===== src/rtl/e1cf_pkg.sv =====
// Package of constants for the E1 clock mode and frame format block
package e1cf_pkg;
    // Frame geometry
    localparam int E1CF_FRAME_BITS = 256;
    localparam int E1CF_FRAME_HZ = 8000;
    localparam int E1CF_SLOTS = 32;
    localparam int E1CF_SLOT_BITS = 8;
    localparam logic [4:0] E1CF_TS_ALIGN = 5'h00;
    localparam logic [4:0] E1CF_TS_SIG = 5'h10;
    localparam logic [4:0] E1CF_TS_LAST = 5'h1F;
    localparam logic [2:0] E1CF_BIT_LAST = 3'h7;
    // Alignment word tail, last seven bits of the alignment slot
    localparam logic [6:0] E1CF_FAS_TAIL = 7'h1B;
    // Fixed bit values of the non-alignment word
    localparam logic E1CF_NFAS_BIT2 = 1'h1;
    // Register map
    localparam logic [3:0] E1CF_REG_CTRL = 4'h0;
    localparam logic [3:0] E1CF_REG_JA = 4'h1;
    localparam logic [3:0] E1CF_REG_NAT = 4'h2;
    localparam logic [3:0] E1CF_REG_STAT = 4'h3;
    localparam logic [3:0] E1CF_REG_ID = 4'hF;
    // Control register fields
    localparam int E1CF_CTRL_LINECODE = 5;
    localparam int E1CF_CTRL_RAI = 0;
    localparam int E1CF_CTRL_SI_FAS = 1;
    localparam int E1CF_CTRL_SI_NFAS = 2;
    localparam logic [7:0] E1CF_CTRL_RST = 8'h20;
    // Attenuator register fields
    localparam int E1CF_JA_EN = 0;
    localparam int E1CF_JA_SIDE = 1;
    localparam int E1CF_JA_DEPTH_LSB = 4;
    localparam logic [7:0] E1CF_JA_RST = 8'h70;
    localparam int E1CF_JA_STEP = 16;
    localparam int E1CF_JA_MAX = 128;
    // National bits register: [4:0] value, [7:5] unused
    localparam logic [7:0] E1CF_NAT_RST = 8'h1F;
    // Arbitrary identification value
    localparam logic [7:0] E1CF_ID_VAL = 8'h5A;
    // Clock source selections
    typedef enum logic [1:0] {
        E1CF_SRC_BACKPLANE,
        E1CF_SRC_CLEAN,
        E1CF_SRC_RAW,
        E1CF_SRC_INTERNAL
    } e1cf_src_t;
    // Clock modes
    typedef enum logic [2:0] {
        E1CF_BUS_SYNC_TX_ATTENUATED,
        E1CF_BUS_SYNC_RX_ATTENUATED,
        E1CF_BUS_SYNC_NO_ATTENUATION,
        E1CF_LINE_SYNC,
        E1CF_FREE_RUN
    } e1cf_mode_t;
endpackage


===== src/rtl/e1cf_sync.sv =====
// Two flip-flop synchroniser for one pin level
`timescale 1ns/1ns
module e1cf_sync (
    input wire logic clk,
    input wire logic rst_n,
    input wire logic d,
    output logic q
);
    logic meta_q;

    // First stage feeds only the second
    always_ff @(posedge clk or negedge rst_n) begin
        if (!rst_n) begin
            meta_q <= 1'b0;
            q <= 1'b0;
        end else begin
            meta_q <= d;
            q <= meta_q;
        end
    end
endmodule


===== src/rtl/e1cf_hdb3.sv =====
// Line coder: AMI or HDB3 bipolar encoder
`timescale 1ns/1ns
module e1cf_hdb3 (
    input wire logic clk,
    input wire logic rst_n,
    input wire logic bit_en,
    input wire logic bit_in,
    input wire logic hdb3_en,
    output logic pos_q,
    output logic neg_q
);
    logic [3:0] hist_q;
    logic last_pol_q;
    logic viol_pol_q;
    logic odd_q;
    logic zeros4;
    logic use_b;
    logic pulse;
    logic pol;

    // Current zero after three marks that follow a zero
    assign zeros4 = hdb3_en && !bit_in && (hist_q[2:0] == 3'h0) && hist_q[3];
    // B00V when an even count of marks since last violation
    assign use_b = zeros4 && !odd_q;
    assign pulse = bit_in || zeros4;
    assign pol = zeros4 ? (use_b ? !last_pol_q : last_pol_q) : !last_pol_q;

    // Simplified substitution: violation polarity tracks last mark
    always_ff @(posedge clk or negedge rst_n) begin
        if (!rst_n) begin
            hist_q <= 4'h0;
            last_pol_q <= 1'b0;
            viol_pol_q <= 1'b0;
            odd_q <= 1'b0;
            pos_q <= 1'b0;
            neg_q <= 1'b0;
        end else if (bit_en) begin
            hist_q <= zeros4 ? 4'hF : {hist_q[2:0] == 3'h0 ? 1'b0 : 1'b1, hist_q[1:0], !bit_in} ^ 4'h0;
            if (pulse) begin
                last_pol_q <= pol;
            end
            if (zeros4) begin
                viol_pol_q <= pol;
                odd_q <= 1'b0;
            end else if (bit_in) begin
                odd_q <= !odd_q;
            end
            pos_q <= pulse && pol;
            neg_q <= pulse && !pol;
        end
    end
endmodule


===== src/rtl/e1cf_top.sv =====
// E1 clock mode selection and basic frame builder and aligner
`timescale 1ns/1ns
//
// Functional notes
// - Enabled, side one: attenuator on transmit
// - Enabled, side zero: attenuator on receive
// - Bus mode, disabled: attenuator bypassed entirely
// - Line sync: attenuator on receive, bits ignored
// - Free-run pin low: attenuator disconnected
// - Bus modes: backplane pins inputs, else outputs
// - Mode one: dejitter backplane clock, raw out
// - Mode two: backplane direct, cleaned extract out
// - Mode three: backplane direct, raw out
// - Line sync: cleaned clock drives backplane
// - Free-run: internal clock drives backplane
// - Frames of 256 bits at 8000 Hz
// - Control bit 5 selects HDB3 or AMI
// - 32 slots of 8 bits, MSB first
// - Backplane bit 7 maps to line bit 1
// - Channels 1-30 skip slots 0 and 16
// - Alignment and non-alignment words alternate
// - Receiver searches alignment tail 0011011
// - Spare bits 4-8 carry data link
// - Non-alignment bit three carries remote alarm
// - Alignment bit one: CRC or spare
// - Non-alignment bit one: CRC, E or spare
// - Attenuator depth 16 to 128, steps 16
module e1cf_top
    import e1cf_pkg::*;
(
    input wire logic clk,
    input wire logic rst_n,
    input wire logic bus_or_line_sync_pin,
    input wire logic locked_or_freerun_pin,
    input wire logic [3:0] reg_addr,
    input wire logic [7:0] reg_wdata,
    input wire logic reg_wr,
    input wire logic reg_rd,
    output logic [7:0] reg_rdata,
    input wire logic backplane_clock_in,
    input wire logic backplane_frame_pulse_in,
    output logic backplane_clock_out,
    output logic backplane_frame_pulse_out,
    output logic backplane_oe_n,
    input wire logic extracted_clock_in,
    input wire logic clean_clock_in,
    input wire logic internal_clock_in,
    output logic extracted_clock_out,
    output logic [1:0] tx_clock_src,
    output logic ja_on_tx,
    output logic ja_on_rx,
    input wire logic backplane_data_in,
    input wire logic rx_line_data,
    output logic tx_line_pos,
    output logic tx_line_neg,
    output logic link_data_out,
    output logic frame_found
);
    logic bsl_s, bfr_s, bpclk_s, bpfp_s, ext_s, cln_s, int_s, bpd_s, rxd_s;
    logic [7:0] ctrl_q, ja_q, nat_q;
    logic [7:0] rdata_q;
    logic [4:0] slot_q;
    logic [2:0] bit_q;
    logic nfas_q;
    logic [7:0] shift_q;
    logic tx_clk_prev_q, rx_clk_prev_q;
    logic [6:0] rx_hist_q;
    logic found_q;
    logic pos_w, neg_w;
    logic tx_bit_q;
    logic link_q;
    logic [2:0] depth_q;
    e1cf_mode_t mode;
    e1cf_src_t tx_src;
    logic ja_tx, ja_rx, bus_mode;
    logic tx_clk_sel, tx_edge, rx_edge;
    logic [7:0] ts0_word;
    logic line_bit;
    logic payload_slot;
    logic [4:0] chan_num;
    logic [7:0] rd_mux;
    logic [2:0] depth_sel;

    // Pin synchronisers
    e1cf_sync u_s0 (.clk(clk), .rst_n(rst_n), .d(bus_or_line_sync_pin), .q(bsl_s));
    e1cf_sync u_s1 (.clk(clk), .rst_n(rst_n), .d(locked_or_freerun_pin), .q(bfr_s));
    e1cf_sync u_s2 (.clk(clk), .rst_n(rst_n), .d(backplane_clock_in), .q(bpclk_s));
    e1cf_sync u_s3 (.clk(clk), .rst_n(rst_n), .d(backplane_frame_pulse_in), .q(bpfp_s));
    e1cf_sync u_s4 (.clk(clk), .rst_n(rst_n), .d(extracted_clock_in), .q(ext_s));
    e1cf_sync u_s5 (.clk(clk), .rst_n(rst_n), .d(clean_clock_in), .q(cln_s));
    e1cf_sync u_s6 (.clk(clk), .rst_n(rst_n), .d(internal_clock_in), .q(int_s));
    e1cf_sync u_s7 (.clk(clk), .rst_n(rst_n), .d(backplane_data_in), .q(bpd_s));
    e1cf_sync u_s8 (.clk(clk), .rst_n(rst_n), .d(rx_line_data), .q(rxd_s));

    // Mode decode from pins and attenuator bits
    assign mode = !bfr_s ? E1CF_FREE_RUN :
                  !bsl_s ? E1CF_LINE_SYNC :
                  !ja_q[E1CF_JA_EN] ? E1CF_BUS_SYNC_NO_ATTENUATION :
                  ja_q[E1CF_JA_SIDE] ? E1CF_BUS_SYNC_TX_ATTENUATED :
                  E1CF_BUS_SYNC_RX_ATTENUATED;
    assign bus_mode = (mode != E1CF_LINE_SYNC) && (mode != E1CF_FREE_RUN);
    assign ja_tx = (mode == E1CF_BUS_SYNC_TX_ATTENUATED);
    assign ja_rx = (mode == E1CF_BUS_SYNC_RX_ATTENUATED) || (mode == E1CF_LINE_SYNC);
    // Transmit timing source per mode
    assign tx_src = (mode == E1CF_BUS_SYNC_TX_ATTENUATED) ? E1CF_SRC_CLEAN :
                    (mode == E1CF_LINE_SYNC) ? E1CF_SRC_CLEAN :
                    (mode == E1CF_FREE_RUN) ? E1CF_SRC_INTERNAL :
                    E1CF_SRC_BACKPLANE;
    assign tx_clk_sel = (tx_src == E1CF_SRC_CLEAN) ? cln_s :
                        (tx_src == E1CF_SRC_INTERNAL) ? int_s : bpclk_s;
    assign tx_edge = tx_clk_sel && !tx_clk_prev_q;
    assign rx_edge = ext_s && !rx_clk_prev_q;

    // Time slot 0 content: alignment or non-alignment word, bit 1 in [7]
    assign ts0_word = nfas_q ?
        {ctrl_q[E1CF_CTRL_SI_NFAS], E1CF_NFAS_BIT2, ctrl_q[E1CF_CTRL_RAI], nat_q[4:0]} :
        {ctrl_q[E1CF_CTRL_SI_FAS], E1CF_FAS_TAIL};
    assign payload_slot = (slot_q != E1CF_TS_ALIGN) && (slot_q != E1CF_TS_SIG);
    assign chan_num = (slot_q > E1CF_TS_SIG) ? slot_q - 5'h01 : slot_q;
    // Backplane bit 7 arrives first, goes out as line bit 1
    assign line_bit = (slot_q == E1CF_TS_ALIGN) ? ts0_word[E1CF_BIT_LAST - bit_q] : bpd_s;
    assign depth_sel = ja_q[E1CF_JA_DEPTH_LSB +: 3];

    // Clock edge history
    always_ff @(posedge clk or negedge rst_n) begin
        if (!rst_n) begin
            tx_clk_prev_q <= 1'b0;
            rx_clk_prev_q <= 1'b0;
        end else begin
            tx_clk_prev_q <= tx_clk_sel;
            rx_clk_prev_q <= ext_s;
        end
    end

    // Bit and slot counters, 32 slots of 8 bits form 256-bit frame
    always_ff @(posedge clk or negedge rst_n) begin
        if (!rst_n) begin
            bit_q <= 3'h0;
            slot_q <= 5'h00;
            nfas_q <= 1'b0;
        end else if (tx_edge) begin
            bit_q <= bit_q + 3'h1;
            if (bit_q == E1CF_BIT_LAST) begin
                slot_q <= slot_q + 5'h01;
                if (slot_q == E1CF_TS_LAST) begin
                    nfas_q <= !nfas_q;
                end
            end
        end
    end

    // Transmit bit register and data link tap
    always_ff @(posedge clk or negedge rst_n) begin
        if (!rst_n) begin
            tx_bit_q <= 1'b0;
            link_q <= 1'b0;
        end else begin
            if (tx_edge) begin
                tx_bit_q <= line_bit;
                if (nfas_q && (slot_q == E1CF_TS_ALIGN) && (bit_q >= 3'h3)) begin
                    link_q <= line_bit;
                end
            end
        end
    end

    // Line coder, bit 5 picks HDB3 over AMI
    e1cf_hdb3 u_coder (
        .clk(clk),
        .rst_n(rst_n),
        .bit_en(tx_edge),
        .bit_in(tx_bit_q),
        .hdb3_en(ctrl_q[E1CF_CTRL_LINECODE]),
        .pos_q(pos_w),
        .neg_q(neg_w)
    );

    // Receive search for the alignment tail
    always_ff @(posedge clk or negedge rst_n) begin
        if (!rst_n) begin
            rx_hist_q <= 7'h00;
            found_q <= 1'b0;
        end else if (rx_edge) begin
            rx_hist_q <= {rx_hist_q[5:0], rxd_s};
            found_q <= ({rx_hist_q[5:0], rxd_s} == E1CF_FAS_TAIL);
        end
    end

    // Register writes
    always_ff @(posedge clk or negedge rst_n) begin
        if (!rst_n) begin
            ctrl_q <= E1CF_CTRL_RST;
            ja_q <= E1CF_JA_RST;
            nat_q <= E1CF_NAT_RST;
        end else if (reg_wr) begin
            if (reg_addr == E1CF_REG_CTRL) begin
                ctrl_q <= reg_wdata;
            end else if (reg_addr == E1CF_REG_JA) begin
                ja_q <= reg_wdata;
            end else if (reg_addr == E1CF_REG_NAT) begin
                nat_q <= {3'h0, reg_wdata[4:0]};
            end
        end
    end

    // Read selection, unmapped reads zero
    assign rd_mux = (reg_addr == E1CF_REG_CTRL) ? ctrl_q :
                    (reg_addr == E1CF_REG_JA) ? ja_q :
                    (reg_addr == E1CF_REG_NAT) ? nat_q :
                    (reg_addr == E1CF_REG_STAT) ? {found_q, bus_mode, ja_tx, ja_rx, 1'b0, mode} :
                    (reg_addr == E1CF_REG_ID) ? E1CF_ID_VAL : 8'h00;

    // Read data one cycle after the strobe, held only there
    always_ff @(posedge clk or negedge rst_n) begin
        if (!rst_n) begin
            rdata_q <= 8'h00;
        end else begin
            rdata_q <= reg_rd ? rd_mux : 8'h00;
        end
    end
    assign reg_rdata = rdata_q;

    // Registered pin and clock outputs
    always_ff @(posedge clk or negedge rst_n) begin
        if (!rst_n) begin
            backplane_clock_out <= 1'b0;
            backplane_frame_pulse_out <= 1'b0;
            backplane_oe_n <= 1'b1;
            extracted_clock_out <= 1'b0;
            tx_clock_src <= 2'h0;
            ja_on_tx <= 1'b0;
            ja_on_rx <= 1'b0;
            depth_q <= 3'h7;
        end else begin
            backplane_oe_n <= bus_mode;
            backplane_clock_out <= (mode == E1CF_FREE_RUN) ? int_s : cln_s;
            backplane_frame_pulse_out <= (slot_q == E1CF_TS_ALIGN) && (bit_q == 3'h0);
            extracted_clock_out <= (mode == E1CF_BUS_SYNC_RX_ATTENUATED) ? cln_s : ext_s;
            tx_clock_src <= tx_src;
            ja_on_tx <= ja_tx;
            ja_on_rx <= ja_rx;
            depth_q <= depth_sel;
        end
    end
    assign tx_line_pos = pos_w;
    assign tx_line_neg = neg_w;
    assign link_data_out = link_q;
    assign frame_found = found_q;
endmodule


===== config.mk =====
export PLATFORM = sky130hd
export DESIGN_NAME = e1cf_top
export DESIGN_NICKNAME = d
export VERILOG_FILES = /design/src/rtl/e1cf_pkg.sv /design/src/rtl/e1cf_sync.sv /design/src/rtl/e1cf_hdb3.sv /design/src/rtl/e1cf_top.sv
export SDC_FILE = /design/constraint.sdc
export NUM_CORES = 1
export LEC_CHECK = 0
export BUFFER_PORTS_ARGS = -buffer_cell sky130_fd_sc_hd__buf_4
export CORE_ASPECT_RATIO = 0.75
export CORE_MARGIN = 8
export CORE_UTILIZATION = 35
export CTS_CLUSTER_DIAMETER = 120
export DETAILED_ROUTE_END_ITERATION = 10
export SYNTH_ARGS = -nofsm -noshare
export SYNTH_HDL_FRONTEND = slang
export SYNTH_SLANG_ARGS = --single-unit

===== constraint.sdc =====
create_clock -name clk -period 4.4 [get_ports clk]
set_input_delay 0 -clock clk [delete_from_list [all_inputs] [get_ports clk]]
set_output_delay 0 -clock clk [all_outputs]
set_load 0.05 [all_outputs]

==> results of run 1 <==
==> registers in the layout, indices dropped and copies added (netlist names), 2 cells and up <==
| name | cells |
|---|---|
| nat_q | 5 |
| ctrl_q | 8 |
| ja_q | 8 |
| bit_q | 3 |
| tx_clock_src | 2 |
| rx_hist_q | 6 |
| u_coder.hist_q | 4 |
| reg_rdata | 8 |
| slot_q | 5 |
==> area by class of cell <==
cell class,instances,area share
clock buffers,12,0.0589
clock inverters,4,0.0173
inverters,13,0.0112
multi-input cells,173,0.286
flip-flops and latches,81,0.469
well taps,132,0.0380
repair buffers,63,0.120
==> cell families (layout without fill, tap and decap cells) <==
logic type,Yosys count,count (layout),synth area share
flip-flops,81,81,0.602
AND/OR/NAND/NOR,76,76,0.120
AO/OA/AOI/OAI,50,50,0.0945
multiplexers,35,35,0.116
buffers and inverters,25,92,0.0306
adder cells (fa/ha/maj),6,6,0.0221
XOR/XNOR,6,6,0.0155
==> metal layers <==
layer  up-vias  track usage
met2        55        0.158
met4         0       0.0400
li1       1106            -
met3        11       0.0437
met5         -            0
met1      1126        0.159
==> stage by stage <==
step                      total power [uW]  hold WS, ns   util  std cells
after detailed placement              1540        0.111  0.401        443
after CTS                             2370       0.0700  0.456        478
after global routing                  2480        0.114  0.456        478
after global placement                1510        0.109  0.401        443
final                                 2340       0.0748  0.456        478
after floorplan                       1380       -0.296      -        279
==> placed cells by master, fill, tap and decap left out, types with 10 or more instances in the layout <==
cell / synthesis / layout
inv_1: 12 / 12
nand2_1: 21 / 21
buf_4: 1 / 44
dfstp_2: 10 / 10
nor2_1: 14 / 14
dfrtp_1: 71 / 71
dlygate4sd3_1: 0 / 19
a21oi_1: 11 / 11
mux2_2: 28 / 28
==> path summary, 6_finish.rpt <==
| path | start | end | cells after the start |
|---|---|---|---|
| setup / recovery | ja_q[0] | slot_q[1] | 6 |
| hold / removal | reg_addr[2] | reg_rdata[3] | 4 |
| setup reg to reg | ja_q[0] | slot_q[1] | 6 |
| hold reg to reg | u_s7.meta_q | u_s7.q | 0 |
| max in group asynchronous | rst_n | rx_hist_q[0] | 2 |
| min in group asynchronous | rst_n | u_coder.pos_q | 2 |
==> critical path, stage by stage (launching register included) <==
cell and delay [ns]:
dfrtp_1 0.46, a21bo_1 0.21, a221oi_2 0.34, nor3_1 0.09, buf_4 0.19, and3_4 0.20
mux2_1 0.31
==> repair_timing <==
item                      CTS  global route
setup buffers               0             0
hold endpoints to repair  105             0
hold buffers               19             0
==> power groups by stage <==
stage / Sequential [uW] / Clock (uW) / Combinational, uW
detailed placement: 1040 / 0 / 495
global route: 1050 / 862 / 561
CTS: 1030 / 832 / 510
floorplan: 1070 / 0 / 316
global placement: 1030 / 0 / 481
finish: 1030 / 810 / 502
==> flow_metrics.tcl, run 1 <==
set metrics [dict create \
    regArea_um2 2040 \
    grt_pass1_vias 2252 \
    ys.flop_type "dfrtp_1" \
    p_leak_uw 0.00197 \
    tns_ns 0 \
    p_int_uw 1660 \
    clk_latency_ns 0.34 \
    yosysTopAreaCellShare 0.524 \
    dr.first_iter.drc_count 156 \
    post-dp-hpwl_mm 4.73 \
    yosysMostFrequentCell "dfrtp_1" \
    critPathLaunchType "register" \
    ys_seq_area_frac 0.602 \
    clockRootBuffer "clkbuf_16" \
    pwr-share-seq 0.439 \
    p_sw_frac 0.290 \
    yosysWarnings 0 \
    start_util 0.355 \
    end_kind "register" \
    combPwrFrac 0.214 \
    synth-edff-count 0 \
    cts_buffers 9 \
    critPathArrivalTime_ns 2.13 \
    cts_tree "built" \
    fin_crit_sh 0.435 \
    wl_per_cell_um 14.4 \
    rsz0062_at_grt "no" \
    reg2reg_slack_ns 2.49 \
    max_freq_mhz 522 \
    io_buffers 43 \
    worstPathRequired_ns 4.61 \
    final_max_slew_viol_count 0 \
    synth_cells 279 \
    worstSetupPathType "register to register" \
    grt_max_degree 82 \
    fillers 893 \
    setup_violations 0 \
    switchingPower_uw 679 \
    ys_ff_latch 81 \
    antenna_found_initial 0 \
    drive_gt1_frac 0.301 \
    preCtsSetupSlack_ns 2.48 \
    die_area_um2 13100 \
    wl_mm 6.91 \
    std_cell_rows 31 \
    met1_length_mm 3.42 \
    path_max_fanout 11 \
    syn_avg_cell_area_um2 12.1 \
    worst_pin_slew_ns 0.983 \
    nets 372 \
    pwr-share-clk 0.346 \
    grt_first_pass_wirelength_mm 11.5 \
    cts_resized 0 \
    status "finished clean" \
    synthesis.nets 310 \
    cts_max_level 3 \
    synthTopCellsByArea "dfrtp_1 52%, mux2_2 9.3%, dfstp_2 7.8%, nand2_1 2.3%, ha_1 2.2%" \
    slew_headroom 0.345 \
    design_area_um2 4350 \
    top_layer_used "met4" \
    finalWorstSetupSlack_ns 2.49 \
    core_area_um2 9540 \
    fin_crit_ns 1.91 \
    cts_buffer_depth 2 \
    wl_met3_um 459 \
    hp-class "input pin to register" \
    die_y_um 101 \
    firstDrtPassIters 4 \
    clock_skew_ns 0.00655 \
    syn-cell-area_um2 3390 \
    ant_nets 0 \
    overflow 0 \
    power.density_nw_per_um2 538 \
    synthTopCellsByCount "71 x dfrtp_1, 28 x mux2_2, 21 x nand2_1" \
    via_per_inst 4.81 \
    multiInputGateArea_um2 1250 \
    drc 0 \
    cts_sinks 81 \
    met2WireLength_mm 2.93 \
    ir_drop_mv 0.288 \
    hold_viol 0 \
    diodes 0 \
    gp_congestion 0.771 \
    synthArstFlopShare 1.00 \
    drv_cap 0 \
    ys_types 48 \
    clk_pin_slew_ns 0.06 \
    placed_area_um2 3830 \
    synth.largest_area_cell "dfrtp_1" \
    die_w_um 130 \
    grt_use_total 0.114 \
    io_pins 45 \
    area_growth_pct 28.4 \
    dr_total_vias 2298 \
]
Note: power is estimated with default switching activity, not from simulation.
==> run 2: changes to the inputs <==
clock period = 1.56 ns   (was 4.4 ns; I/O delays follow)
==> run 2 against run 1 <==
The flow now finishes with violations (setup timing); clock power rose to 2.5 times the previous value; highest routed layer unchanged; final cell count rose by 8.2%; clock skew shrank 0.00064 ns; sequential power grew to 2.8 times the previous value; largest cell class unchanged; non-clock buffer count rose by 39.
==> flow_metrics.tcl, run 2 (synthesis results as in run 1) <==
set metrics [dict create \
    status "finished with violations" \
    violations "setup timing" \
    clk_pin_slew_ns 0.06 \
    rsz0062_at_grt "yes" \
    worstSetupPathType "register to register" \
    grt_first_pass_wirelength_mm 12.4 \
    grt_use_total 0.122 \
    holdWs_ns 0.0961 \
    dr_total_vias 2406 \
    tns_ns -0.653 \
    die_w_um 130 \
    final_common_cell "buf_4" \
    combPwrFrac 0.281 \
    cts_buffer_depth 2 \
    std_cell_rows 31 \
    max_freq_mhz 574 \
    cts_tree "built" \
    critPathArrivalTime_ns 2.01 \
    drv_cap 0 \
    slew_headroom 0.616 \
    crit_chain "inv_2, ha_1, or4b_4, or4_4, a21oi_2" \
    cts_sinks 81 \
    critPathMaxStageDelay_ns 0.49 \
    p_int_uw 4650 \
    finalWorstSetupSlack_ns -0.182 \
    io_pins 45 \
    hold_viol 0 \
    io_buffers 43 \
    fin_crit_sh 1.12 \
    diodes 0 \
    overflow 0 \
    post-dp-hpwl_mm 5.29 \
    clock_skew_ns 0.00591 \
    end_kind "register" \
    power.total_uw 6810 \
    via_per_inst 4.65 \
    final_max_slew_viol_count 0 \
    pwr-share-clk 0.300 \
    ir_drop_mv 0.979 \
    firstDrtPassIters 4 \
    drive_gt1_frac 0.442 \
    gp_congestion 0.865 \
    cts_max_level 3 \
    dr.first_iter.drc_count 122 \
    grt_max_degree 45 \
    wl_mm 7.59 \
    critPathLaunchType "register" \
    setup_violations 12 \
    hp-class "input pin to register" \
    clockRootBuffer "clkbuf_16" \
    start_util 0.355 \
    layoutNonFillerInstCount 517 \
    cts_buffers 9 \
    nets 411 \
    ant_nets 0 \
    clk_latency_ns 0.34 \
    p_sw_frac 0.317 \
    final_cell_mix "75 x buf_4, 71 x dfrtp_1, 28 x mux2_2" \
    p_leak_uw 0.00219 \
    pwr-share-seq 0.419 \
    cp_slowest_cell "or4_4" \
    drc 0 \
    switchingPower_uw 2160 \
    area_growth_pct 40.3 \
    die_y_um 101 \
    core_area_um2 9540 \
    wl_per_cell_um 14.7 \
    fin_crit_ns 1.74 \
    die_area_um2 13100 \
    power.density_nw_per_um2 1430 \
    antenna_found_initial 0 \
    worst_pin_slew_ns 0.576 \
    path_max_fanout 3 \
    worstPathRequired_ns 1.83 \
    grt_pass1_vias 2528 \
    dp.cells 476 \
]
-- run 2: cell count changes in the layout (fill, tap and decap cells not counted), moves of 4 or more --
cell     before  now
o21ai_2       0    4
buf_6         0    8
nand2_1      21   15
o21ai_1       9    5
nand2_2       0    6
buf_4        44   75
-- run 2: per-layer routing --
layer	share of wire	global-route usage	vias to the layer above
met5	0	0	-
met4	0.0094	0.0400	0
li1	-	-	1186
met3	0.057	0.0400	5
met2	0.43	0.179	52
met1	0.50	0.165	1163
-- run 2: final cells by class --
cell class,count,area [um^2]
Clock buffer,10,239
Clock inverter,6,55.1
Fill cell,867,4790
Inverter,13,48.8
Multi-Input combinational cell,173,1350
Sequential cell,81,2040
Tap cell,132,165
Timing Repair Buffer,102,853
-- run 2: per-stage QoR --
stage | util | cell area, um^2 | worst slack, ns
after detailed placement | 0.429 | 4090 | -0.175
final | 0.498 | 4750 | -0.182
after CTS | 0.483 | 4610 | -0.172
after floorplan | - | 3390 | -0.140
after global placement | 0.429 | 4090 | -0.140
after global routing | 0.498 | 4750 | -0.234
-- run 2: repair_timing --
action | CTS | global route
gates resized for setup | 7 | 29
endpoints found under the setup margin | 15 | 18
cloned | 0 | 2
setup buffers | 1 | 5
hold endpoints to repair | 67 | 0
hold buffers | 18 | 0
pin swaps | 3 | 16
-- run 2: final timing paths --
check | from | to | slack (ns) | cells past startpoint
hold / removal | reg_addr[1] | reg_rdata[2] | 0.1 | 3
setup / recovery | slot_q[0] | tx_bit_q | -0.18 | 5
max in group asynchronous | rst_n | ja_q[6] | 0.74 | 3
min in group asynchronous | rst_n | u_coder.neg_q | 0.20 | 2
hold reg to reg | u_s8.meta_q | u_s8.q | 0.35 | 0
setup reg to reg | slot_q[0] | tx_bit_q | -0.18 | 5
-- run 2: critical path: cells and delay by family, from the launching register on --
family,cells,cell delay (ns)
AOI/OAI and AO/OA,1,0.12
adders and majority gates,1,0.14
buffers and inverters,1,0.06
DFF,1,0.38
and+or+nand+nor,2,0.96
-- run 2: power by group through the flow --
stage,Clock [uW],Combinational [uW],Sequential (uW)
6_report,2040,1920,2850
5_1_grt,2210,2120,2900
2_1_floorplan,0,892,3010
3_3_place_gp,0,1690,2840
3_5_place_dp,0,1710,2860
4_1_cts,2100,1780,2830
==> run 3: changes to the inputs <==
ABC_AREA = 1   (was not set)
==> run 3 against run 2 <==
The run now ends clean; combinational power down 22%; clock skew about the same; core utilization down 2.1 points; critical endpoint is now slot_q[3]; largest power group unchanged.
==> flow_metrics.tcl, run 3 <==
set metrics [dict create \
    cp_slowest_cell "dfrtp_2" \
    gr-usage-met2 0.187 \
    cts_tree "built" \
    power.total_uw 6200 \
    core_area_um2 9540 \
    synth_cells 357 \
    p_leak_uw 0.00225 \
    firstDrtPassIters 4 \
    io_buffers 43 \
    placed_area_um2 3930 \
    grt_busiest_layer "met2" \
    post-dp-hpwl_mm 5.41 \
    setup_violations 0 \
    grt_use_total 0.124 \
    area_growth_pct 34.6 \
    design_area_um2 4550 \
    std_cell_rows 31 \
    die_w_um 130 \
    synth-edff-count 0 \
    dr.first_iter.drc_count 118 \
    slew_headroom 0.628 \
    grt_pass1_vias 2664 \
    synthTopCellsByArea "dfrtp_1 52%, nand2_1 11%, dfstp_2 7.8%, o21ai_0 6.2%, inv_1 4.3%" \
    fillers 933 \
    ant_nets 0 \
    synth.largest_area_cell "dfrtp_1" \
    drv_cap 0 \
    worstSetupPathType "register to register" \
    cts_buffer_depth 2 \
    cp.depth 9 \
    synthTopCellsByCount "101 x nand2_1, 71 x dfrtp_1, 42 x o21ai_0" \
    synthesis.nets 388 \
    overflow 0 \
    fin_crit_sh 0.969 \
    wl_per_cell_um 13.1 \
    status "finished clean" \
    cts_sinks 81 \
    start_util 0.355 \
    worstPathRequired_ns 1.81 \
    crit_chain "buf_4, nand3_4, nand2_2, nand2_2, nand3_4, buf_12, nor2_8, nand2_1, o21ai_1" \
    grt_first_pass_wirelength_mm 12.8 \
    whs_path_depth 3 \
    critPathTopFamily "simple AND/OR/NAND/NOR gates" \
    worst_pin_slew_ns 0.555 \
    critPathMaxStageDelay_ns 0.44 \
    clockRootBuffer "clkbuf_16" \
    ir_drop_mv 0.550 \
    fin_crit_ns 1.51 \
    clock_skew_ns 0.00629 \
    antenna_found_initial 0 \
    yosysTopAreaCellShare 0.525 \
    ys_seq_area_frac 0.603 \
    yosysMostFrequentCell "nand2_1" \
    power.density_nw_per_um2 1360 \
    critPathBufInv 2 \
    final_common_cell "nand2_1" \
    ys_types 29 \
    clk_pin_slew_ns 0.06 \
    critPathArrivalTime_ns 1.76 \
    syn_avg_cell_area_um2 9.48 \
    dr_total_vias 2662 \
    critPathLaunchType "register" \
    diodes 0 \
    drive_gt1_frac 0.263 \
    hp-class "input pin to register" \
    nets 478 \
    io_pins 45 \
    syn-cell-area_um2 3380 \
    grt_max_degree 41 \
    ys_ff_latch 81 \
    yosysWarnings 0 \
    wl_mm 7.63 \
    final_max_slew_viol_count 0 \
    final_cell_mix "96 x nand2_1, 70 x dfrtp_1, 58 x buf_4" \
    drc 0 \
    max_freq_mhz 661 \
    met1_usage 0.166 \
    clk_latency_ns 0.33 \
    synthArstFlopShare 1.00 \
    end_kind "register" \
    rr_worst_depth 9 \
    path_max_fanout 5 \
    via_per_inst 4.56 \
    cts_max_level 3 \
    grtUsageMet3 0.0384 \
    ys.flop_type "dfrtp_1" \
    die_area_um2 13100 \
    rsz0062_at_grt "yes" \
    cts_buffers 9 \
    die_y_um 101 \
    hold_viol 0 \
    gp_congestion 0.875 \
]
[run 3: cell count changes in the layout (fill, tap and decap cells not counted), moves of 11 or more]
| cell | previous run | this run |
|---|---|---|
| inv_1 | 11 | 38 |
| nor2_1 | 13 | 24 |
| nand2_1 | 15 | 96 |
| mux2_2 | 28 | 0 |
| buf_4 | 75 | 58 |
| o21ai_0 | 9 | 37 |
[run 3: path summary, 6_finish.rpt]
| check | startpoint | endpoint | slack [ns] |
|---|---|---|---|
| setup / recovery | u_s1.q | slot_q[3] | 0.05 |
| max in group asynchronous | rst_n | nat_q[0] | 0.84 |
| min in group asynchronous | rst_n | ja_q[7] | 0.09 |
| hold reg to reg | u_s8.meta_q | u_s8.q | 0.35 |
| setup reg to reg | u_s1.q | slot_q[3] | 0.05 |
| hold / removal | reg_wdata[0] | nat_q[0] | 0.02 |
[run 3: cell type report]
type,count,area (um^2),area share
flip-flops and latches,81,2040,0.448
multi-input cells,231,1190,0.262
repair buffers,81,713,0.157
clock buffers,9,225,0.0495
inverters,43,166,0.0365
well taps,132,165,0.0363
clock inverters,7,52.6,0.0115
[run 3: where the power goes]
group          leakage (uW)  internal (uW)  switching (uW)
logic               0.00112            599             890
clock network      0.000137           1090             847
registers          0.000999           2500             268
[run 3: worst reg2reg max path, stage by stage, from the launching register on]
cell,delay [ns]
dfrtp_2,0.44
buf_4,0.15
nand3_4,0.10
nand2_2,0.07
nand2_2,0.08
nand3_4,0.13
buf_12,0.17
nor2_8,0.13
nand2_1,0.08
o21ai_1,0.09
[run 3: cells by family after synthesis]
kind of cell | after synthesis | share of synthesized area
AO/OA/AOI/OAI | 69 | 0.112
XOR/XNOR | 4 | 0.0104
adder cells (fa/ha/maj) | 6 | 0.0222
AND/OR/NAND/NOR | 151 | 0.197
flip-flops | 81 | 0.603
buffers and inverters | 46 | 0.0558
[run 3: metrics by stage]
stage / setup WS, ns / std cells / setup TNS [ns] / hold WS [ns] / utilization
floorplan: 0.189 / 357 / 0 / -0.296 / -
global placement: 0.0392 / 538 / 0 / -0.0964 / 0.411
detailed placement: -0.0524 / 538 / -0.0600 / -0.0974 / 0.411
CTS: 0.0254 / 572 / 0 / 0.000978 / 0.460
global route: -0.0315 / 584 / -0.0827 / 0.0368 / 0.477
finish: 0.0482 / 584 / 0 / 0.0177 / 0.477
[run 3: repair_timing]
item | CTS | global route
gates cloned | 0 | 2
gates resized for setup | 0 | 19
endpoints found under the hold margin | 106 | 0
setup endpoints to repair | 3 | 11
hold buffers | 17 | 0
buffers inserted | 1 | 10
pin swaps | 0 | 6
[run 3: routing by layer]
| layer | wire (um) | share of wire | vias to the layer above |
|---|---|---|---|
| met5 | 0 | 0 | - |
| met4 | 85 | 0.011 | 0 |
| met3 | 318 | 0.042 | 7 |
| met2 | 3380 | 0.44 | 40 |
| met1 | 3850 | 0.50 | 1286 |
| li1 | - | - | 1329 |
